--- src/epos_pkg.sv ---
// Package for the engine power-on sequencer: states, thresholds and timing constants
package epos_pkg;

   // Clock rate in Hz
   localparam longint CLK_HZ = 20000000;

   // Temperature thresholds in degrees C, unsigned 8-bit sensor reading
   localparam logic [7:0] TEMP_WARM_C = 8'h8C;   // 140
   localparam logic [7:0] TEMP_HOT_C = 8'h96;    // 150
   localparam logic [7:0] TEMP_WARMER_C = 8'h91; // 145

   // Early-exit times in seconds, and derived cycle counts (least times, so round up)
   localparam longint EXIT_A_SEC = 25;
   localparam longint EXIT_B_SEC = 27;
   localparam longint EXIT_A_CYC = EXIT_A_SEC * CLK_HZ;
   localparam longint EXIT_B_CYC = EXIT_B_SEC * CLK_HZ;

   // Service key hold time in milliseconds and cycles
   localparam longint KEY_HOLD_MS = 1000;
   localparam longint KEY_HOLD_CYC = (KEY_HOLD_MS * CLK_HZ + 999) / 1000;

   // Width of the long elapsed-time counters
   localparam int TMR_W = 30;

   // Reset values
   localparam logic [TMR_W-1:0] TMR_RST = 30'h0;

   // Cycles after reset release before the synchronised pins carry real values
   localparam logic [TMR_W-1:0] SYNC_FILL = 30'h2;

   // Panel key bit positions
   localparam int KEY_GO = 0;
   localparam int KEY_MENU = 1;
   localparam int KEY_VALUE = 2;
   localparam int KEY_ENTER = 3;
   localparam int KEY_N = 4;

   // Engine intervals
   typedef enum logic [2:0] {
      EPOS_HEAT_UP,
      EPOS_HEAT_UP_SPIN,
      EPOS_IDLE_READY,
      EPOS_PRE_PRINT_SPIN,
      EPOS_PRINT,
      EPOS_FINAL_SPIN
   } epos_state_t;

   // Service entry steps
   typedef enum logic [1:0] {
      EPOS_SVC_FIRST,
      EPOS_SVC_SECOND,
      EPOS_SVC_ON,
      EPOS_SVC_OFF
   } epos_svc_t;

endpackage

--- src/epos_sequencer.sv ---
// Engine power-on interval sequencer with service-menu key detection
`timescale 1ns/1ps
// What this block does
// RULE_01 - After power-on stay in heat-up, heater on, until the roller reaches 140 degrees.
// RULE_02 - After heat-up run the heat-up spin, turning the main motor on and then off before leaving.
// RULE_03 - Sample the toner-level detector only during the heat-up spin.
// RULE_04 - After the power-on waits hold idle-ready with the roller at standby until print request asserts.
// RULE_05 - After the final spin return to idle-ready and stay until a new print request; a request during the final spin jumps to the pre-print spin.
// RULE_06 - Leave the wait for idle-ready once 25 s of heater time and at least 150 degrees are reached.
// RULE_07 - Also leave the wait once 27 s of heater time and at least 145 degrees are reached.
// RULE_08 - Names ending in _n are active low, all others active high, on both sides. The reset i_nrst is active low as well.
// RULE_09 - Enter service mode only after go plus menu held to heat-up display, then menu value enter for 1 s.
// RULE_10 - A print request in idle-ready moves at once to the pre-print spin.
// RULE_11 - Expose the current interval as one encoded state that changes only on these conditions.
module epos_sequencer
   import epos_pkg::*;
#(
   parameter longint P_EXIT_A_CYC = epos_pkg::EXIT_A_CYC,
   parameter longint P_EXIT_B_CYC = epos_pkg::EXIT_B_CYC,
   parameter longint P_KEY_HOLD_CYC = epos_pkg::KEY_HOLD_CYC
) (
   // Clock and reset
   input wire logic i_clk_sys,
   input wire logic i_nrst,
   // Sensors, asynchronous
   input wire logic [7:0] i_fix_temp,
   input wire logic i_toner_low,
   input wire logic i_top_done,
   input wire logic i_motor_stopped,
   // Video controller
   input wire logic i_print_request_n,
   input wire logic i_job_end,
   // Operation panel keys, active high
   input wire logic [epos_pkg::KEY_N-1:0] i_keys,
   // Loads and status
   output logic o_heater_on,
   output logic o_fix_standby,
   output logic o_main_motor,
   output logic o_toner_low,
   output logic o_toner_valid,
   output logic o_service_mode,
   output epos_pkg::epos_state_t o_state
);
   import epos_pkg::*;

   localparam int SW = 8 + 5 + KEY_N;

   logic [SW-1:0] sync_w;
   logic [7:0] temp_s;
   logic toner_s, top_s, stop_s, prn_n_s, jend_s;
   logic [KEY_N-1:0] keys_s;
   epos_state_t state_r;
   epos_svc_t svc_r;
   logic [TMR_W-1:0] heat_tmr_r;
   logic [TMR_W-1:0] key_tmr_r;
   logic spin_on_r;
   logic exit_a, exit_b, combo1, combo2;

   // Every input pin except the reset crosses two flip-flops before use
   epos_sync #(.W(SW)) u_sync (
      .i_clk_sys(i_clk_sys),
      .i_nrst(i_nrst),
      .i_async({i_fix_temp, i_toner_low, i_top_done, i_motor_stopped, i_print_request_n, i_job_end, i_keys}),
      .o_sync(sync_w)
   );
   assign {temp_s, toner_s, top_s, stop_s, prn_n_s, jend_s, keys_s} = sync_w;

   // Joint time and temperature exits from the wait
   assign exit_a = (heat_tmr_r >= TMR_W'(P_EXIT_A_CYC)) && (temp_s >= TEMP_HOT_C); // RULE_06
   assign exit_b = (heat_tmr_r >= TMR_W'(P_EXIT_B_CYC)) && (temp_s >= TEMP_WARMER_C); // RULE_07
   assign combo1 = keys_s[KEY_GO] && keys_s[KEY_MENU];
   assign combo2 = keys_s[KEY_MENU] && keys_s[KEY_VALUE] && keys_s[KEY_ENTER];

   // Heater elapsed time since power-on; saturates so the exits stay true
   always_ff @(posedge i_clk_sys) begin
      if (!i_nrst) begin
         heat_tmr_r <= TMR_RST;
      end else if (heat_tmr_r != {TMR_W{1'b1}}) begin
         heat_tmr_r <= heat_tmr_r + 1'b1;
      end
   end

   // Interval state machine
   always_ff @(posedge i_clk_sys) begin
      if (!i_nrst) begin
         state_r <= EPOS_HEAT_UP;
         spin_on_r <= 1'b0;
      end else begin
         case (state_r)
            EPOS_HEAT_UP: begin
               if (exit_a || exit_b) begin
                  state_r <= EPOS_IDLE_READY; // RULE_06 RULE_07
               end else if (temp_s >= TEMP_WARM_C) begin
                  state_r <= EPOS_HEAT_UP_SPIN; // RULE_01
                  spin_on_r <= 1'b0;
               end
            end
            EPOS_HEAT_UP_SPIN: begin
               // Motor first runs, then must be seen stopped before leaving, unless exit_a or exit_b fires first
               if (exit_a || exit_b) begin
                  state_r <= EPOS_IDLE_READY; // RULE_06 RULE_07
               end else if (!spin_on_r) begin
                  spin_on_r <= 1'b1; // RULE_02
               end else if (!stop_s) begin
                  spin_on_r <= 1'b1;
               end else begin
                  state_r <= EPOS_IDLE_READY; // RULE_02
               end
            end
            EPOS_IDLE_READY: begin
               if (!prn_n_s) begin
                  state_r <= EPOS_PRE_PRINT_SPIN; // RULE_04 RULE_10 RULE_08
               end
            end
            EPOS_PRE_PRINT_SPIN: begin
               if (top_s) begin
                  state_r <= EPOS_PRINT;
               end
            end
            EPOS_PRINT: begin
               if (jend_s) begin
                  state_r <= EPOS_FINAL_SPIN;
               end
            end
            EPOS_FINAL_SPIN: begin
               // New request jumps straight to the pre-print spin
               if (!prn_n_s) begin
                  state_r <= EPOS_PRE_PRINT_SPIN;
               end else if (stop_s) begin
                  state_r <= EPOS_IDLE_READY; // RULE_05
               end
            end
            default: state_r <= EPOS_HEAT_UP;
         endcase
      end
   end

   // Load outputs, all registered
   always_ff @(posedge i_clk_sys) begin
      if (!i_nrst) begin
         o_heater_on <= 1'b0;
         o_fix_standby <= 1'b0;
         o_main_motor <= 1'b0;
         o_state <= EPOS_HEAT_UP;
      end else begin
         o_heater_on <= (state_r == EPOS_HEAT_UP) || (state_r == EPOS_HEAT_UP_SPIN); // RULE_01
         o_fix_standby <= (state_r == EPOS_IDLE_READY); // RULE_04
         // In the heat-up spin the motor is commanded on only in the first cycle, then off so it can be seen stopped
         o_main_motor <= ((state_r == EPOS_HEAT_UP_SPIN) && !spin_on_r)
            || (state_r == EPOS_PRE_PRINT_SPIN) || (state_r == EPOS_PRINT); // RULE_02
         o_state <= state_r; // RULE_11
      end
   end

   // Toner level is only trusted when taken during the heat-up spin
   always_ff @(posedge i_clk_sys) begin
      if (!i_nrst) begin
         o_toner_low <= 1'b0;
         o_toner_valid <= 1'b0;
      end else if (state_r == EPOS_HEAT_UP_SPIN) begin
         o_toner_low <= toner_s; // RULE_03
         o_toner_valid <= 1'b1;
      end
   end

   // Service entry: first combination held until heat-up ends, then second held 1 s
   always_ff @(posedge i_clk_sys) begin
      if (!i_nrst) begin
         svc_r <= EPOS_SVC_FIRST;
         key_tmr_r <= TMR_RST;
         o_service_mode <= 1'b0;
      end else begin
         case (svc_r)
            EPOS_SVC_FIRST: begin
               // Keys read zero until the sync chain has refilled after reset
               if (heat_tmr_r < SYNC_FILL) begin
                  svc_r <= EPOS_SVC_FIRST;
               end else if (!combo1) begin
                  svc_r <= EPOS_SVC_OFF; // RULE_09
               end else if (state_r != EPOS_HEAT_UP) begin
                  svc_r <= EPOS_SVC_SECOND;
                  key_tmr_r <= TMR_RST;
               end
            end
            EPOS_SVC_SECOND: begin
               if (!combo2) begin
                  key_tmr_r <= TMR_RST;
               end else if (key_tmr_r >= TMR_W'(P_KEY_HOLD_CYC - 1)) begin
                  svc_r <= EPOS_SVC_ON; // RULE_09
                  o_service_mode <= 1'b1;
               end else begin
                  key_tmr_r <= key_tmr_r + 1'b1;
               end
            end
            default: svc_r <= svc_r;
         endcase
      end
   end

   // Checks
   a_heat_exit: assert property (@(posedge i_clk_sys) disable iff (!i_nrst) // RULE_01
      (state_r == EPOS_HEAT_UP) && (temp_s < TEMP_WARM_C) && !exit_a && !exit_b |=> state_r == EPOS_HEAT_UP)
      else $error("heat-up left too early");
   a_spin_motor: assert property (@(posedge i_clk_sys) disable iff (!i_nrst) // RULE_02
      $rose(state_r == EPOS_HEAT_UP_SPIN) && !exit_a && !exit_b |=> o_main_motor)
      else $error("motor not started in spin");
   a_toner_hold: assert property (@(posedge i_clk_sys) disable iff (!i_nrst) // RULE_03
      state_r != EPOS_HEAT_UP_SPIN |=> $stable(o_toner_low))
      else $error("toner sampled outside spin");
   a_idle_hold: assert property (@(posedge i_clk_sys) disable iff (!i_nrst) // RULE_04
      (state_r == EPOS_IDLE_READY) && prn_n_s |=> state_r == EPOS_IDLE_READY)
      else $error("idle left without request");
   a_final_back: assert property (@(posedge i_clk_sys) disable iff (!i_nrst) // RULE_05
      (state_r == EPOS_FINAL_SPIN) && prn_n_s && stop_s |=> state_r == EPOS_IDLE_READY)
      else $error("final spin did not return");
   a_exit_a: assert property (@(posedge i_clk_sys) disable iff (!i_nrst) // RULE_06
      (state_r == EPOS_HEAT_UP) && exit_a |=> state_r == EPOS_IDLE_READY)
      else $error("exit 25 s missed");
   a_exit_b: assert property (@(posedge i_clk_sys) disable iff (!i_nrst) // RULE_07
      (state_r == EPOS_HEAT_UP) && exit_b |=> state_r == EPOS_IDLE_READY)
      else $error("exit 27 s missed");
   a_svc_entry: assert property (@(posedge i_clk_sys) disable iff (!i_nrst) // RULE_09
      $rose(o_service_mode) |-> $past(combo2) && $past(svc_r) == EPOS_SVC_SECOND)
      else $error("service entered without keys");
   a_print_go: assert property (@(posedge i_clk_sys) disable iff (!i_nrst) // RULE_10
      (state_r == EPOS_IDLE_READY) && !prn_n_s |=> state_r == EPOS_PRE_PRINT_SPIN ##1 o_state == EPOS_PRE_PRINT_SPIN)
      else $error("request not taken");

   c_spin: cover property (@(posedge i_clk_sys) disable iff (!i_nrst) $rose(state_r == EPOS_HEAT_UP_SPIN));
   c_idle: cover property (@(posedge i_clk_sys) disable iff (!i_nrst) $rose(state_r == EPOS_IDLE_READY));
   c_final: cover property (@(posedge i_clk_sys) disable iff (!i_nrst) $fell(state_r == EPOS_FINAL_SPIN));
   c_svc: cover property (@(posedge i_clk_sys) disable iff (!i_nrst) $rose(o_service_mode));

endmodule

--- src/epos_sync.sv ---
// Two-flip-flop synchroniser for a group of level inputs
`timescale 1ns/1ps
module epos_sync #(
   parameter int W = 1
) (
   // Clock and reset
   input wire logic i_clk_sys,
   input wire logic i_nrst,
   // Data
   input wire logic [W-1:0] i_async,
   output logic [W-1:0] o_sync
);

   logic [W-1:0] meta_r;

   // First stage feeds only the second stage
   always_ff @(posedge i_clk_sys) begin
      if (!i_nrst) begin
         meta_r <= '0;
         o_sync <= '0;
      end else begin
         meta_r <= i_async;
         o_sync <= meta_r;
      end
   end

endmodule

--- config.mk ---
export PLATFORM = sky130hd
export DESIGN_NAME = epos_sequencer
export DESIGN_NICKNAME = d
export VERILOG_FILES = /design/src/epos_pkg.sv /design/src/epos_sequencer.sv /design/src/epos_sync.sv
export SDC_FILE = /design/constraint.sdc
export NUM_CORES = 1
export LEC_CHECK = 0
export ABC_AREA = 1
export BUFFER_PORTS_ARGS = -buffer_cell sky130_fd_sc_hd__buf_2
export CAP_MARGIN = 20
export CORE_UTILIZATION = 56
export CTS_BUF_LIST = sky130_fd_sc_hd__clkbuf_16
export CTS_CLUSTER_DIAMETER = 100
export CTS_CLUSTER_SIZE = 14
export DETAILED_ROUTE_END_ITERATION = 16
export PLACE_DENSITY = 0.77
export SYNTH_ARGS = -nofsm -noshare
export SYNTH_HDL_FRONTEND = slang
export SYNTH_HIERARCHICAL = 1
export SYNTH_SLANG_ARGS = --single-unit
--- constraint.sdc ---
create_clock -name i_clk_sys -period 1.75 [get_ports i_clk_sys]
set_clock_uncertainty 0.1 [all_clocks]
set_input_delay 0.525 -clock i_clk_sys [delete_from_list [all_inputs] [get_ports i_clk_sys]]
set_output_delay 0.525 -clock i_clk_sys [all_outputs]
set_load 0.005 [all_outputs]
==> flow_summary.toml, run 1 <==
[global_route]
antenna_found_initial = 0
track_usage_pct = 30.0
grt_max_degree = 32
grt_first_pass_wirelength_um = 25800
globalRouteOverflowTotal = 0
grt_pass1_vias = 5622

[synthesis]
avgSynthCellArea_um2 = 6.51
async_flop_share_pct = 0
ys_top_cells_by_area = "dfxtp_1 (38%), nand2_1 (14%), inv_1 (8.9%)"
synth_edf_count = 0
synthesis.nets = 910
synth_top_area_cell = "dfxtp_1"
yosys_warnings = 6
synth_common_cells = "nand2_1 (223), inv_1 (137), nor2_1 (123)"
netlist.area_leader.share_pct = 37.8
synthFlopType = "dfxtp_1"
synthCells = 888
synth_area_um2 = 5780
synth_most_common_cell = "nand2_1"
synthDistinctLibCells = 42
ys_seq_area_share_pct = 37.8
synth-seq-cells = 109

[place]
place_worst_setup_slack_ns = -0.114
dp_cells = 1124
hpwlAfterDp_um = 10800
io_buffers = 27
gp_congestion = 0.924

[clock_network]
clk_path_buf_depth = 2
root_buffer = "clkbuf_16"
cts.sinks = 109
cts_hold_buf = 0
clock_latency_ns = 0.35
htree_levels = 3
clk_pin_slew_worst_paths_ns = 0.08
cts_made_buffers = 9
cts_tree = "done"

[power]
irDropWorstVdd_v = 0.000885
power.share.sequential_pct = 47.2
internal_power_mw = 4.01
p_leak_nw = 3.55
pwr-share-clk_pct = 35.1
p_switching_mw = 1.74
power.share.switching_pct = 30.2
powerDensity_nw_per_um2 = 736
p_comb_share_pct = 17.7

[timing]
setup_tns_ns = -3.30
hold_viol = 0
fmax_ghz = 0.501
rsz0062_at_grt = "true"
period_minus_slack_ns = 2.00
relSlewSlack_pct = 72.3
fin_crit_sh_pct = 114
fin_ws_ns = -0.248
slew_viol_final = 0
setup_viol = 47
worst_slew_pin_slew_ns = 0.413

[floorplan]
rows = 36
io_pins = 28
die-area_um2 = 10700
die_h_um = 104
start_util_pct = 58.3
core_um2 = 9910
die_w_um = 104

[critical_path]
path_class = "reg -> reg"
cp_top_family = "simple AND/OR/NAND/NOR gates"
critPathCaptureType = "flop"
slowest_delay_ns = 0.36
worst-path-max-fanout = 2
crit_buf_inv = 1
arrival_ns = 2.18
slowest_stage = "dfxtp_4"
required_ns = 1.94
crit_chain = "ha_4, nand2_4, nor2_4, nand2_2, buf_4, nor3_1, nand2_1, nor4_2, nand3_1, a21oi_2"
startpoint_type = "flop"

[routing]
viasPerCell = 5.59
wl_um = 17800
firstDrtPassIters = 6
dr_total_vias = 6449
drc_errors = 0
drt-wirelength-per-cell_um = 15.4
antenna_left = 0
drt-initial-drc-count = 615

[flow_run]
drv_cap = 0

[layout]
multiInputGateArea_um2 = 3430
syn_to_final_growth_pct = 35.0
drive_gt1_share_pct = 31.3
fillers = 681
antenna_cells = 0
fin_nets = 1038
register_area_um2 = 2220
instances_no_fill = 1153

[run_status]
status = "complete, but fails checks"
failed_checks = "negative setup slack"

[min_path]
min_path_type = "in -> reg"
-- area by class of cell --
type | instances | area share [%]
clock buffer | 9 | 2.89
clock inverter | 6 | 0.770
inverter | 140 | 6.77
multi-input combinational | 615 | 44.0
sequential | 109 | 28.4
tap | 133 | 2.13
timing repair buffer | 141 | 15.1
-- cells in the final DEF (no fill, tap or decap), drive strengths merged, types with 3 or more instances in the layout --
cell type	instances
o21ai	30
nand2	232
a31oi	5
a21oi	42
nor4	8
dfxtp	109
nand4	16
nor3	35
nor2	128
inv	146
nand3	76
clkbuf	13
xnor2	7
o21bai	3
xor2	18
buf	137
ha	3
-- through the flow --
step	utilization [%]	hold slack, ns	cell area (um^2)	power, mW
final	78.7	0.246	7800	5.74
after global routing	78.7	0.243	7800	5.93
after CTS	73.1	0.236	7250	5.58
after detailed placement	68.2	0.298	6750	3.49
after global placement	68.2	0.292	6750	3.48
after floorplan	-	0.286	5800	3.25
-- flip-flops by register name, summed over array words and instances (netlist names) --
signal	count
o_heater_on	1
o_main_motor	1
spin_on_r	1
u_sync/o_sync	17
u_sync/meta_r	17
o_fix_standby	1
o_state	3
state_r	3
key_tmr_r	30
svc_r	2
heat_tmr_r	30
o_toner_low	1
o_toner_valid	1
o_service_mode	1
-- metal layers --
layer	global-route usage, %	part of all wire, %	wire length (um)	vias to the layer above
li1	-	-	-	3046
met1	38.7	40	7050	2921
met2	49.3	46	8210	397
met3	6.23	10	1810	85
met4	11.5	3.9	688	0
met5	0	0	0	-
-- power by group through the flow --
stage | clock [mW] | sequential, mW | combinational [mW]
after global placement | 0 | 2.75 | 0.736
after floorplan | 0 | 2.75 | 0.500
final | 2.02 | 2.71 | 1.02
after detailed placement | 0 | 2.75 | 0.745
after CTS | 2.03 | 2.70 | 0.849
after global routing | 2.12 | 2.72 | 1.09
-- cells by family (layout without fill, tap and decap cells) --
logic type | count (synthesis) | count (layout) | share of synthesized area, %
AOI/OAI and AO/OA | 88 | 88 | 8.34
and+or+nand+nor | 497 | 499 | 37.6
DFF | 109 | 109 | 37.8
xor gates and xnor gates | 25 | 25 | 3.79
buffers and inverters | 166 | 296 | 11.9
adders and majority gates | 3 | 3 | 0.650
-- path summary, 6_finish.rpt --
check / cells after the start / slack [ns] / to / startpoint
setup reg to reg: 10 / -0.25 / key_tmr_r[24] / key_tmr_r[0]
hold reg to reg: 2 / 0.31 / u_sync/o_sync[15] / u_sync/meta_r[15]
hold / removal: 3 / 0.25 / u_sync/meta_r[0] / i_keys[0]
setup / recovery: 10 / -0.25 / key_tmr_r[24] / key_tmr_r[0]
-- worst min-delay path: cells and delay by family --
family                 cells  cell delay [ns]
AND/OR/NAND/NOR            1             0.04
buffers and inverters      2             0.11
-- what timing repair did --
item	in CTS	in global routing
gates resized for setup	40	135
setup buffers	5	3
gates cloned	2	6
endpoints found under the setup margin	57	67
pin swaps	1	34
Note: power is estimated with default switching activity, not from simulation.
==> run 2, diff against run 1 <==
CORE_UTILIZATION = 44   (was 56)
PLACE_DENSITY = 0.63   (was 0.77)
==> flow_summary.toml, run 2 (synthesis results as in run 1) <==
[routing]
drt-wirelength-per-cell_um = 13.8
wl_um = 16700
antenna_left = 0
dr_total_vias = 6079
viasPerCell = 5.05
drc_errors = 0
firstDrtPassIters = 6
drt-initial-drc-count = 524

[critical_path]
setup.worst_path.end = "key_tmr_r[20]"
critPathCaptureType = "flop"
regToRegSetupSlack_ns = -0.16
r2r_cells = 11
startpoint = "key_tmr_r[0]"
worst-path-max-fanout = 13
startpoint_type = "flop"
timing.rr.end = "key_tmr_r[20]"
path_class = "reg -> reg"
required_ns = 1.95
rr_startpoint = "key_tmr_r[0]"
arrival_ns = 2.11

[layout]
drive_gt1_share_pct = 34.7
syn_to_final_growth_pct = 39.6
antenna_cells = 0
mostFrequentLayoutCell = "nand2_1"
fin_nets = 1049
register_area_um2 = 2230
biggestRegsByFlops = "heat_tmr_r: 30 flops, key_tmr_r: 30 flops"
final_cell_mix = "nand2_1 (201), inv_1 (123), buf_4 (106)"
multiInputGateArea_um2 = 3480
fillers = 1171
postLayoutCellArea_um2 = 8070

[timing]
hold_slack_ns = 0.233
fin_crit_sh_pct = 109
fin_ws_ns = -0.164
relSlewSlack_pct = 71.9
hold_viol = 0
rsz0062_at_grt = "true"
slew_viol_final = 0
setup_viol = 31
period_minus_slack_ns = 1.91
worst_slew_pin_slew_ns = 0.418
fmax_ghz = 0.523

[global_route]
grt_first_pass_wirelength_um = 25100
antenna_found_initial = 0
grt_pass1_vias = 5265
track_usage_pct = 23.7
globalRouteOverflowTotal = 0
grt_max_degree = 62

[clock_network]
clock_latency_ns = 0.36
clk_path_buf_depth = 2
cts_hold_buf = 0
cts_made_buffers = 9
clk_pin_slew_worst_paths_ns = 0.09
cts.sinks = 109
htree_levels = 3
cts_tree = "done"
root_buffer = "clkbuf_16"

[place]
hpwlAfterDp_um = 10800
gp_congestion = 0.905
io_buffers = 27
dpl_cell_area_um2 = 6870

[floorplan]
start_util_pct = 45.4
io_pins = 28
rows = 41
die_w_um = 117
core_um2 = 12700
die-area_um2 = 13600
die_h_um = 117

[run_status]
status = "complete, but fails checks"
failed_checks = "negative setup slack"

[power]
p_leak_nw = 3.65
powerDensity_nw_per_um2 = 720
irDropWorstVdd_v = 0.000894

[flow_run]
drv_cap = 0

[min_path]
min_path_type = "in -> reg"
## run 2: cell types whose count changed in the layout (fill, tap and decap cells not counted), moves of 4 or more
cell	previous run	this run
inv_1	128	123
nand2_1	208	201
o21ai_1	8	2
buf_4	100	106
nor3_1	19	14
nor2_4	3	9
nand2_2	14	23
nor3_2	12	19
o21ai_2	11	15
buf_6	2	7
## run 2: layer usage
layer | routed length (um) | share of wire (%) | track usage (%) | vias up
li1 | - | - | - | 3070
met1 | 7640 | 46 | 34.1 | 2775
met2 | 7620 | 46 | 36.7 | 210
met3 | 1170 | 7.0 | 3.74 | 24
met4 | 240 | 1.4 | 6.67 | 0
met5 | 0 | 0 | 0 | -
## run 2: worst min path at each step
stage                      startpoint  slack [ns]           endpoint  cells past startpoint
floorplan           u_sync/meta_r[15]        0.29  u_sync/o_sync[15]                      2
CTS                     i_fix_temp[7]        0.22  u_sync/meta_r[16]                      3
global placement    u_sync/meta_r[15]        0.29  u_sync/o_sync[15]                      2
global route            i_fix_temp[2]        0.23  u_sync/meta_r[11]                      3
detailed placement  u_sync/meta_r[15]        0.29  u_sync/o_sync[15]                      2
finish                  i_fix_temp[7]        0.23  u_sync/meta_r[16]                      3
## run 2: power breakdown
part	internal (mW)	switching, mW
Sequential	2.61	0.0711
Combinational	0.373	0.592
Clock	1.04	1.12
## run 2: area by class of cell
class	count	share of cell area, %
multi-input combinational	615	43.2
sequential	109	27.6
timing repair buffer	152	15.9
inverter	140	6.70
clock buffer	9	2.79
tap	172	2.67
clock inverter	7	1.18
## run 2: per-stage QoR
step                util (%)  std cells  power (mW)  TNS (ns)  worst slack (ns)
finish                  63.4       1204        5.81     -3.35            -0.164
floorplan                  -        888        3.25  -0.00280          -0.00280
global route            63.4       1204        6.08     -7.30            -0.243
detailed placement      54.0       1172        3.52     -2.22           -0.0903
global placement        54.0       1172        3.52     -1.97           -0.0893
CTS                     57.5       1192        5.72   -0.0218          -0.00679
## run 2: worst max-delay path, cell delays in order, from the launching register on
cell and delay (ns):
dfxtp_4 0.36, ha_4 0.13, nand2_2 0.08, nor2_4 0.14, nand2_2 0.09, a21boi_2 0.18
o21ai_2 0.08, nand2_2 0.12, nand2_8 0.12, nand2_4 0.22, nand2_1 0.08, a21oi_1 0.12
## run 2: timing repair
action	4_1_cts	5_1_grt
endpoints found under the setup margin	54	67
endpoints found under the hold margin	0	0
pin swaps	4	16
gates resized for setup	30	184
gates cloned	0	8
setup buffers	4	4
==> run 3, diff against run 2 <==
CELL_PAD_IN_SITES_DETAIL_PLACEMENT = 1   (was unset)
CELL_PAD_IN_SITES_GLOBAL_PLACEMENT = 2   (was unset)
CORE_UTILIZATION = 31   (was 44)
PLACE_DENSITY = 0.76   (was 0.63)
==> flow_summary.toml, run 3 (synthesis results as in run 1) <==
[routing]
dr_total_vias = 6072
viasPerCell = 4.76
drt-wirelength-per-cell_um = 15.2
firstDrtPassIters = 4
drt-initial-drc-count = 254
antenna_left = 0
drc_errors = 0
wl_um = 19400

[power]
irDropWorstVdd_v = 0.000457
power.share.switching_pct = 30.2
power.share.sequential_pct = 46.9
internal_power_mw = 4.01
pwr-share-clk_pct = 35.4
p_switching_mw = 1.74
p_leak_nw = 3.81
powerDensity_nw_per_um2 = 702
p_comb_share_pct = 17.7

[layout]
drive_gt1_share_pct = 34.3
final_cell_mix = "nand2_1 (193), inv_1 (125), buf_4 (121)"
register_area_um2 = 2230
fillers = 2307
fin_nets = 1064
biggestRegsByFlops = "heat_tmr_r: 30 flops, key_tmr_r: 30 flops"
mostFrequentLayoutCell = "nand2_1"
antenna_cells = 0
syn_to_final_growth_pct = 41.7
multiInputGateArea_um2 = 3480

[place]
hpwlAfterDp_um = 13800
io_buffers = 27
gp_congestion = 0.812

[timing]
relSlewSlack_pct = 68.0
setup_tns_ns = -4.74
fin_crit_sh_pct = 108
fin_ws_ns = -0.142
rsz0062_at_grt = "true"
period_minus_slack_ns = 1.89
worst_slew_pin_slew_ns = 0.476
hold_slack_ns = 0.243
setup_viol = 58
fmax_ghz = 0.529
hold_viol = 0
slew_viol_final = 0

[flow_run]
drv_cap = 0

[clock_network]
cts_hold_buf = 0
cts_made_buffers = 9
cts.sinks = 109
cts_tree = "done"
root_buffer = "clkbuf_16"
clk_path_buf_depth = 2
clock_latency_ns = 0.36
clk_pin_slew_worst_paths_ns = 0.08
htree_levels = 3

[global_route]
grt_util_met1_pct = 28.1
grt_first_pass_wirelength_um = 30800
gr-max-usage-layer = "met2"
grt_max_degree = 46
grtUsageMet3_pct = 2.18
track_usage_pct = 20.2
antenna_found_initial = 0
globalRouteOverflowTotal = 0
grt.met2_usage_pct = 33.1
grt_pass1_vias = 6034

[min_path]
min_path_type = "in -> reg"

[run_status]
status = "complete, but fails checks"
failed_checks = "negative setup slack"

[critical_path]
startpoint_type = "flop"
critPathCaptureType = "flop"
worst-path-max-fanout = 7
arrival_ns = 2.08
path_class = "reg -> reg"
required_ns = 1.94

[floorplan]
core_um2 = 18100
rows = 49
die-area_um2 = 19200
die_h_um = 139
die_w_um = 139
io_pins = 28
start_util_pct = 31.8
## run 3: power by group through the flow
| stage | sequential [mW] | combinational [mW] | clock (mW) |
|---|---|---|---|
| 3_3_place_gp | 2.76 | 0.838 | 0 |
| 5_1_grt | 2.72 | 1.14 | 2.19 |
| 4_1_cts | 2.70 | 0.879 | 2.10 |
| 6_report | 2.70 | 1.02 | 2.03 |
| 3_5_place_dp | 2.76 | 0.846 | 0 |
| 2_1_floorplan | 2.75 | 0.500 | 0 |
## run 3: area by class of cell
type,instances,share of cell area (%)
multi-input combinational,614,42.5
sequential,109,27.3
timing repair buffer,168,16.8
clock inverter,6,0.642
inverter,140,6.57
clock buffer,9,2.75
tap,229,3.50
## run 3: worst paths after layout
check                         start          endpoint  slack (ns)  cells after the start
setup / recovery      key_tmr_r[29]      key_tmr_r[5]       -0.14                     12
hold / removal    i_print_request_n  u_sync/meta_r[5]        0.24                      3
setup reg to reg      key_tmr_r[29]      key_tmr_r[5]       -0.14                     12
hold reg to reg    u_sync/meta_r[2]  u_sync/o_sync[2]        0.32                      2
## run 3: through the flow
stage,cell area [um^2],setup WS [ns],util (%),instances,total power [mW]
final,8190,-0.142,45.1,1275,5.75
after global routing,8190,-0.248,45.1,1275,6.04
after CTS,7540,-0.0649,41.6,1260,5.68
after detailed placement,7000,-0.174,38.6,1234,3.60
after global placement,7000,-0.144,38.6,1234,3.59
after floorplan,5800,-0.00280,-,888,3.25
## run 3: layer usage
| metal | vias up | wire length [um] |
|---|---|---|
| met5 | - | 0 |
| met4 | 0 | 222 |
| met3 | 13 | 336 |
| met2 | 58 | 9010 |
| met1 | 2905 | 9840 |
| li1 | 3096 | - |
## run 3: critical path: stages, from the launching register on
cell and delay, ns:
dfxtp_2 0.33, inv_2 0.05, nand2_2 0.06, nor3_4 0.20
nand3_2 0.11, o21bai_1 0.22, inv_1 0.12, nand2_2 0.10
nand2_4 0.09, nand2_8 0.13, clkbuf_16 0.16, nand2_1 0.05
a21oi_1 0.10
## run 3: what timing repair did
item,CTS,global route
gates cloned,2,3
buffers inserted,9,15
gates resized for setup,62,147
endpoints found under the setup margin,65,67
pin swaps,12,44
endpoints found under the hold margin,0,0
